===== src/rtl/acc_pkg.sv =====
// package for the ascii command checksum block: characters, config bits, states
// assumes a byte-wide character stream on one clock
package acc_pkg;
   localparam logic [7:0] CHAR_CR       = 8'h0D;
   localparam int         CKS_EN_BIT    = 6;
   localparam logic [7:0] CFG_RESET     = 8'h00;
   localparam logic [7:0] SUM_RESET     = 8'h00;
   localparam logic [3:0] HEX_TEN       = 4'hA;
   localparam logic [7:0] ASCII_ZERO    = 8'h30;
   localparam logic [7:0] ASCII_UPPER_A = 8'h41;
   localparam logic [7:0] ASCII_LOWER_A = 8'h61;

   typedef enum logic [3:0] {
      ACC_TX_IDLE = 4'h1,
      ACC_TX_HI   = 4'h2,
      ACC_TX_LO   = 4'h4,
      ACC_TX_CR   = 4'h8
   } acc_tx_state_e;
endpackage : acc_pkg

===== src/rtl/acc_checksum.sv =====
// checksum checker for received commands and generator for responses
// assumes byte streams, rx with valid only and rsp/tx with valid/ready; rx command ends with a carriage return,
// tx response text is given without its carriage return and ends with rsp_last_i
`timescale 1ns/1ps
// Summary of operation
// [RQ1] with checksumming on, commands and responses carry two extra checksum characters.
// [RQ2] checksumming turns on when bit 6 of the format/checksum configuration byte is 1.
// [RQ3] a configuration byte written with that bit at 0 turns checksumming off.
// [RQ4] the configuration is taken only while the init strap was low at the restart.
// [RQ5] the checksum is two ascii hex characters just before the carriage return.
// [RQ6] the checksum is the sum of all preceding character codes modulo 256.
// [RQ7] a command with a missing or wrong checksum is dropped and gets no reply.
// [RQ8] the host uses the same setting and appends a valid checksum to each command.
// [RQ9] the response checksum covers the whole text from its leading delimiter onward.
// [RQ10] checksum digits go out most significant first with upper-case letters.
module acc_checksum (
   input  wire logic       mclk_i,
   input  wire logic       reset_i,
   input  wire logic       init_strap_n_i,
   input  wire logic       cfg_wr_i,
   input  wire logic [7:0] cfg_data_i,
   output logic            cks_en_o,
   output logic            cfg_mode_o,
   input  wire logic       rx_valid_i,
   input  wire logic [7:0] rx_data_i,
   output logic            cmd_valid_o,
   output logic [7:0]      cmd_data_o,
   output logic            cmd_end_o,
   output logic            cmd_good_o,
   output logic            cmd_drop_o,
   input  wire logic       rsp_valid_i,
   input  wire logic [7:0] rsp_data_i,
   input  wire logic       rsp_last_i,
   output logic            rsp_ready_o,
   output logic            tx_valid_o,
   output logic [7:0]      tx_data_o,
   input  wire logic       tx_ready_i
);
   logic [7:0]          cfg_r;
   logic                cfg_mode_r;
   logic                strap_done_r;
   logic [7:0]          rx_sum_r;
   logic [7:0]          rx_p1_r;
   logic [7:0]          rx_p2_r;
   logic [1:0]          rx_cnt_r;
   logic [7:0]          tx_sum_r;
   logic [7:0]          tx_sum_nxt;
   acc_pkg::acc_tx_state_e tx_st_r;
   logic [7:0]          hex_chr;
   logic [3:0]          hi_val;
   logic [3:0]          lo_val;
   logic                hi_ok;
   logic                lo_ok;
   logic [3:0]          tx_nib;
   logic [7:0]          sum_back2;
   logic                cks_match;
   logic                take_rsp;
   logic                tx_free;

   // strap is sampled once after reset release, never under reset itself
   always_ff @(posedge mclk_i) begin
      if (reset_i) begin
         strap_done_r <= 1'b0;
         cfg_mode_r   <= 1'b0;
      end else if (!strap_done_r) begin
         strap_done_r <= 1'b1;
         cfg_mode_r   <= !init_strap_n_i; // RQ4
      end
   end

   // the configuration survives reset only as its reset value; real storage is nonvolatile
   always_ff @(posedge mclk_i) begin
      if (reset_i) begin
         cfg_r <= acc_pkg::CFG_RESET;
      end else if (cfg_wr_i && cfg_mode_r) begin
         cfg_r <= cfg_data_i; // RQ4
      end
   end

   always_ff @(posedge mclk_i) begin
      if (reset_i) begin
         cks_en_o   <= 1'b0;
         cfg_mode_o <= 1'b0;
      end else begin
         cks_en_o   <= cfg_r[acc_pkg::CKS_EN_BIT]; // RQ2 RQ3
         cfg_mode_o <= cfg_mode_r;
      end
   end

   // receive: keep a running sum and the last two characters; at the carriage return
   // the last two are the checksum and the sum before them is the reference
   acc_hex u_hex_hi (
      .nib_i (tx_nib),
      .chr_o (hex_chr),
      .chr_i (rx_p2_r),
      .val_o (hi_val),
      .ok_o  (hi_ok)
   );
   acc_hex u_hex_lo (
      .nib_i (4'h0),
      .chr_o (),
      .chr_i (rx_p1_r),
      .val_o (lo_val),
      .ok_o  (lo_ok)
   );

   assign sum_back2 = 8'(rx_sum_r - rx_p1_r - rx_p2_r); // RQ6
   assign cks_match = (rx_cnt_r == 2'd2) && hi_ok && lo_ok
                      && ({hi_val, lo_val} == sum_back2); // RQ5 RQ7

   always_ff @(posedge mclk_i) begin
      if (reset_i) begin
         rx_sum_r <= acc_pkg::SUM_RESET;
         rx_p1_r  <= 8'h00;
         rx_p2_r  <= 8'h00;
         rx_cnt_r <= 2'd0;
      end else if (rx_valid_i) begin
         if (rx_data_i == acc_pkg::CHAR_CR) begin
            rx_sum_r <= acc_pkg::SUM_RESET;
            rx_cnt_r <= 2'd0;
         end else begin
            rx_sum_r <= 8'(rx_sum_r + rx_data_i); // RQ6
            rx_p2_r  <= rx_p1_r;
            rx_p1_r  <= rx_data_i;
            if (rx_cnt_r != 2'd2) begin
               rx_cnt_r <= 2'(rx_cnt_r + 2'd1);
            end
         end
      end
   end

   // command characters pass with one cycle of delay; the verdict rides on the end flag
   always_ff @(posedge mclk_i) begin
      if (reset_i) begin
         cmd_valid_o <= 1'b0;
         cmd_data_o  <= 8'h00;
         cmd_end_o   <= 1'b0;
         cmd_good_o  <= 1'b0;
         cmd_drop_o  <= 1'b0;
      end else begin
         cmd_valid_o <= rx_valid_i;
         cmd_data_o  <= rx_data_i;
         cmd_end_o   <= rx_valid_i && (rx_data_i == acc_pkg::CHAR_CR);
         cmd_good_o  <= rx_valid_i && (rx_data_i == acc_pkg::CHAR_CR)
                        && (!cks_en_o || cks_match); // RQ1 RQ7
         cmd_drop_o  <= rx_valid_i && (rx_data_i == acc_pkg::CHAR_CR)
                        && cks_en_o && !cks_match; // RQ7
      end
   end

   // transmit: text passes through, then the two digits if enabled, then the carriage return.
   // ready is registered, so it is raised only when the output register is sure to be empty
   // at the next edge: one idle cycle per text character, traded for having no skid buffer
   assign tx_free    = !tx_valid_o || tx_ready_i;
   assign take_rsp   = rsp_valid_i && rsp_ready_o;
   assign tx_sum_nxt = 8'(tx_sum_r + rsp_data_i); // RQ9
   assign tx_nib     = (tx_st_r == acc_pkg::ACC_TX_HI) ? tx_sum_r[7:4] : tx_sum_r[3:0]; // RQ10

   // ready high implies an empty output register and the idle state, so a taken character
   // always has a place to go even when the host stalls
   always_ff @(posedge mclk_i) begin
      if (reset_i) begin
         rsp_ready_o <= 1'b0;
      end else begin
         rsp_ready_o <= tx_free && (tx_st_r == acc_pkg::ACC_TX_IDLE) && !take_rsp;
      end
   end

   always_ff @(posedge mclk_i) begin
      if (reset_i) begin
         tx_st_r <= acc_pkg::ACC_TX_IDLE;
      end else if (tx_free) begin
         case (tx_st_r)
            acc_pkg::ACC_TX_IDLE: begin
               if (take_rsp && rsp_last_i) begin
                  tx_st_r <= cks_en_o ? acc_pkg::ACC_TX_HI : acc_pkg::ACC_TX_CR; // RQ1
               end
            end
            acc_pkg::ACC_TX_HI: begin
               tx_st_r <= acc_pkg::ACC_TX_LO;
            end
            acc_pkg::ACC_TX_LO: begin
               tx_st_r <= acc_pkg::ACC_TX_CR;
            end
            acc_pkg::ACC_TX_CR: begin
               tx_st_r <= acc_pkg::ACC_TX_IDLE;
            end
            default: begin
               tx_st_r <= acc_pkg::ACC_TX_IDLE;
            end
         endcase
      end
   end

   always_ff @(posedge mclk_i) begin
      if (reset_i) begin
         tx_sum_r <= acc_pkg::SUM_RESET;
      end else if (take_rsp) begin
         tx_sum_r <= tx_sum_nxt; // RQ9
      end else if (tx_free && (tx_st_r == acc_pkg::ACC_TX_CR)) begin
         tx_sum_r <= acc_pkg::SUM_RESET;
      end
   end

   always_ff @(posedge mclk_i) begin
      if (reset_i) begin
         tx_valid_o <= 1'b0;
         tx_data_o  <= 8'h00;
      end else if (tx_free) begin
         tx_valid_o <= 1'b0;
         case (tx_st_r)
            acc_pkg::ACC_TX_IDLE: begin
               if (take_rsp) begin
                  tx_valid_o <= 1'b1;
                  tx_data_o  <= rsp_data_i;
               end
            end
            acc_pkg::ACC_TX_HI: begin
               tx_valid_o <= 1'b1;
               tx_data_o  <= hex_chr; // RQ5 RQ10
            end
            acc_pkg::ACC_TX_LO: begin
               tx_valid_o <= 1'b1;
               tx_data_o  <= hex_chr; // RQ5
            end
            acc_pkg::ACC_TX_CR: begin
               tx_valid_o <= 1'b1;
               tx_data_o  <= acc_pkg::CHAR_CR;
            end
            default: begin
               tx_valid_o <= 1'b0;
            end
         endcase
      end
   end
endmodule : acc_checksum


===== src/rtl/acc_hex.sv =====
// ascii hex digit helpers: nibble to upper-case digit, digit to nibble
// assumes nothing beyond the package; purely combinational
`timescale 1ns/1ps
module acc_hex (
   input  wire logic [3:0] nib_i,
   output logic      [7:0] chr_o,
   input  wire logic [7:0] chr_i,
   output logic      [3:0] val_o,
   output logic            ok_o
);
   always_comb begin
      if (nib_i < acc_pkg::HEX_TEN) begin
         chr_o = acc_pkg::ASCII_ZERO + {4'h0, nib_i};
      end else begin
         chr_o = acc_pkg::ASCII_UPPER_A + {4'h0, nib_i - acc_pkg::HEX_TEN}; // RQ10
      end
   end

   // lower-case digits from the host are accepted too
   always_comb begin
      ok_o  = 1'b1;
      val_o = 4'h0;
      if (chr_i >= acc_pkg::ASCII_ZERO && chr_i <= 8'h39) begin
         val_o = chr_i[3:0];
      end else if (chr_i >= acc_pkg::ASCII_UPPER_A && chr_i <= 8'h46) begin
         val_o = 4'(chr_i - acc_pkg::ASCII_UPPER_A + 8'h0A);
      end else if (chr_i >= acc_pkg::ASCII_LOWER_A && chr_i <= 8'h66) begin
         val_o = 4'(chr_i - acc_pkg::ASCII_LOWER_A + 8'h0A);
      end else begin
         ok_o = 1'b0;
      end
   end
endmodule : acc_hex


===== config.mk =====
export PLATFORM = sky130hd
export DESIGN_NAME = acc_checksum
export DESIGN_NICKNAME = d
export VERILOG_FILES = /design/src/rtl/acc_pkg.sv /design/src/rtl/acc_checksum.sv /design/src/rtl/acc_hex.sv
export SDC_FILE = /design/constraint.sdc
export NUM_CORES = 1
export LEC_CHECK = 0
export BUFFER_PORTS_ARGS = -buffer_cell sky130_fd_sc_hd__buf_2
export CORE_MARGIN = 4
export CORE_UTILIZATION = 53
export DETAILED_ROUTE_END_ITERATION = 8
export HOLD_SLACK_MARGIN = 0.08
export PLACE_DENSITY = 0.77
export SLEW_MARGIN = 20
export SYNTH_ARGS = -nofsm -noshare
export SYNTH_HDL_FRONTEND = slang
export SYNTH_HIERARCHICAL = 1
export SYNTH_SLANG_ARGS = --single-unit

===== constraint.sdc =====
create_clock -name mclk_i -period 2.9 [get_ports mclk_i]
set_input_delay 0.58 -clock mclk_i [delete_from_list [all_inputs] [get_ports mclk_i]]
set_output_delay 0.58 -clock mclk_i [all_outputs]
set_load 0.02 [all_outputs]

==> results.cfg <==
[routing]
postRouteAntennaNets = 0
vias = 3710
drt_iter0_markers = 139
dr.pass1.iters = 4
totalWireLength_um = 9830
wl_per_cell_um = 15.1
drc = 0
viasPerCell = 5.70

[floorplanning]
die_y_um = 96.9
ios = 56
die_w_um = 96.9
coreArea_um2 = 7690
start_util = 0.544
num_rows = 32
fp.dieArea_um2 = 9380

[worst_setup_path]
critical_path.startpoint_type = flip-flop
cpMostUsedCell = o211ai_1
cp_max_fo = 3
rr_worst_depth = 11
path_class = reg -> reg
r2r_end = cmd_drop_o$_SDFF_PP0_
max_stage_delay_ps = 540
rrSetupSlack_ps = -20
slowest_stage = fa_1
cpLargestDelayFamily = adder cells
timing.rr.start = rx_p1_r[0]$_SDFFE_PP0P_
worstPathArrival_ps = 3170
path_buf_inv = 2
worst_setup_path_end_kind = flip-flop
required_ps = 3140
crit_chain = inv_2 -> fa_1 -> inv_1 -> ha_2 -> or2_4 -> fa_2 -> a211oi_4 -> o211ai_1 -> a311oi_2 -> o211ai_1 -> and3_1

[placement]
dp_hpwl_um = 7240
place_congestion = 0.960
pre_cts_ws_ps = -163
port_buffers = 48
dp_cells = 633

[timing]
rsz0062_at_grt = yes
worst_pin_slew_ps = 812
fin_crit_sh = 1.01
slew_headroom = 0.455
fmax_ghz = 0.342
finalHoldViolCount = 0
layout_min_cycle_time_ps = 2920
drv_slew = 0
skew_ps = 7.07
setup_viol = 2
setup_ws_ps = -24.2
finalSetupTns_ps = -39.1

[global_routing]
grt_usage = 0.213
grt_max_degree = 25
grt_pass1_vias = 3715
grt_antenna_before_repair = 0
gr-total-overflow = 0
grt_pass1_wl_um = 16800

[finish]
final_core_util = 0.632
area_growth_pct = 16.1
final_common_cell = dfxtp_1
antenna_cells = 0
drive_above_1_share = 0.206
mostFrequentLayoutCells = 63 x dfxtp_1, 61 x nor2_1, 48 x buf_2
nets = 618
n_fill_cell = 664
fin_cells = 651

[clock_tree]
clock_insertion_delay_worst_skew_ps = 340
cts_buffers = 9
cts.clk_slew.worst_paths_ps = 70
cts_sinks = 65
clockBufferDepth = 2
clockRootBuffer = clkbuf_8
cts_tree = done
h-tree-depth = 3

[logic_synthesis]
synthCells = 491
syn_nets = 565
syn_area_per_cell_um2 = 8.52
netlist_area_um2 = 4190
yosysWarnings = 6

[power_and_ir_drop]
p_leak_nw = 2.13
p_per_area_nw_per_um2 = 638
vdd_drop_max_uv = 375
power_mw = 3.10

[min_path]
hold_depth = 2
min-delay-path-class = reg -> reg
worstHoldStart = cfg_r[6]$_SDFFE_PP0P_
hold-path-endpoint = cfg_r[6]$_SDFFE_PP0P_

[outcome]
violations = setup timing
status = complete, but fails checks

[job]
cap_violations = 0
-- how the worst max path moves through the flow --
stage	to	slack, ps	cells after the start	from
after floorplan	cmd_drop_o$_SDFF_PP0_	6	12	rx_p2_r[0]$_SDFFE_PP0P_
after global placement	cmd_drop_o$_SDFF_PP0_	-100	12	rx_p2_r[0]$_SDFFE_PP0P_
after detailed placement	cmd_drop_o$_SDFF_PP0_	-160	12	rx_p2_r[0]$_SDFFE_PP0P_
after CTS	cmd_drop_o$_SDFF_PP0_	9	12	rx_p1_r[0]$_SDFFE_PP0P_
after global routing	cmd_drop_o$_SDFF_PP0_	-140	12	rx_p1_r[0]$_SDFFE_PP0P_
final	cmd_drop_o$_SDFF_PP0_	-20	11	rx_p1_r[0]$_SDFFE_PP0P_
-- report_power, final --
part | switching [mW] | internal, mW | total (mW)
logic | 0.617 | 0.466 | 1.08
registers | 0.101 | 1.00 | 1.10
clock network | 0.364 | 0.551 | 0.915
total | 1.08 | 2.02 | 3.10
-- final cells by class --
cell class / count / area, um^2 / area share
Inverter: 34 / 128 / 0.0263
Timing Repair Buffer: 63 / 353 / 0.0726
Tap cell: 102 / 128 / 0.0263
Sequential cell: 65 / 1310 / 0.269
Multi-Input combinational cell: 371 / 2700 / 0.555
Clock buffer: 14 / 205 / 0.0422
Clock inverter: 2 / 38.8 / 0.00798
-- per-layer routing --
metal	global-route usage	share of wire	vias up
met5	0	0	-
met4	0.0918	0.014	0
met3	0.0339	0.037	15
li1	-	-	1823
met1	0.265	0.45	1801
met2	0.361	0.50	71
-- per-stage QoR --
step	hold WS, ps	instance area, um^2
6_report	459	4860
4_1_cts	464	4840
3_5_place_dp	453	4570
5_1_grt	500	4860
3_3_place_gp	439	4570
2_1_floorplan	432	4210
-- tightest hold or removal path, delay by kind of cell, from the launching register on --
kind	cells	cell delay (ps)
flip-flops	1	310
AND/OR/NAND/NOR	1	50
AO/OA/AOI/OAI	1	50
-- flip-flops by register name, indices dropped and copies added (netlist names), 2 cells and up --
register    flops
tx_sum_r        8
rx_p1_r         8
tx_st_r         4
cmd_data_o      8
rx_sum_r        8
rx_cnt_r        2
rx_p2_r         8
tx_data_o       8
-- repair_timing --
item                                    in CTS  in global routing
hold buffers                                 0                  0
endpoints found under the setup margin       2                  2
hold endpoints to repair                     0                  0
resized for setup                            4                  2
pin swaps                                    7                  0
buffers inserted                             1                  1
(Power assumes the default switching activity.)
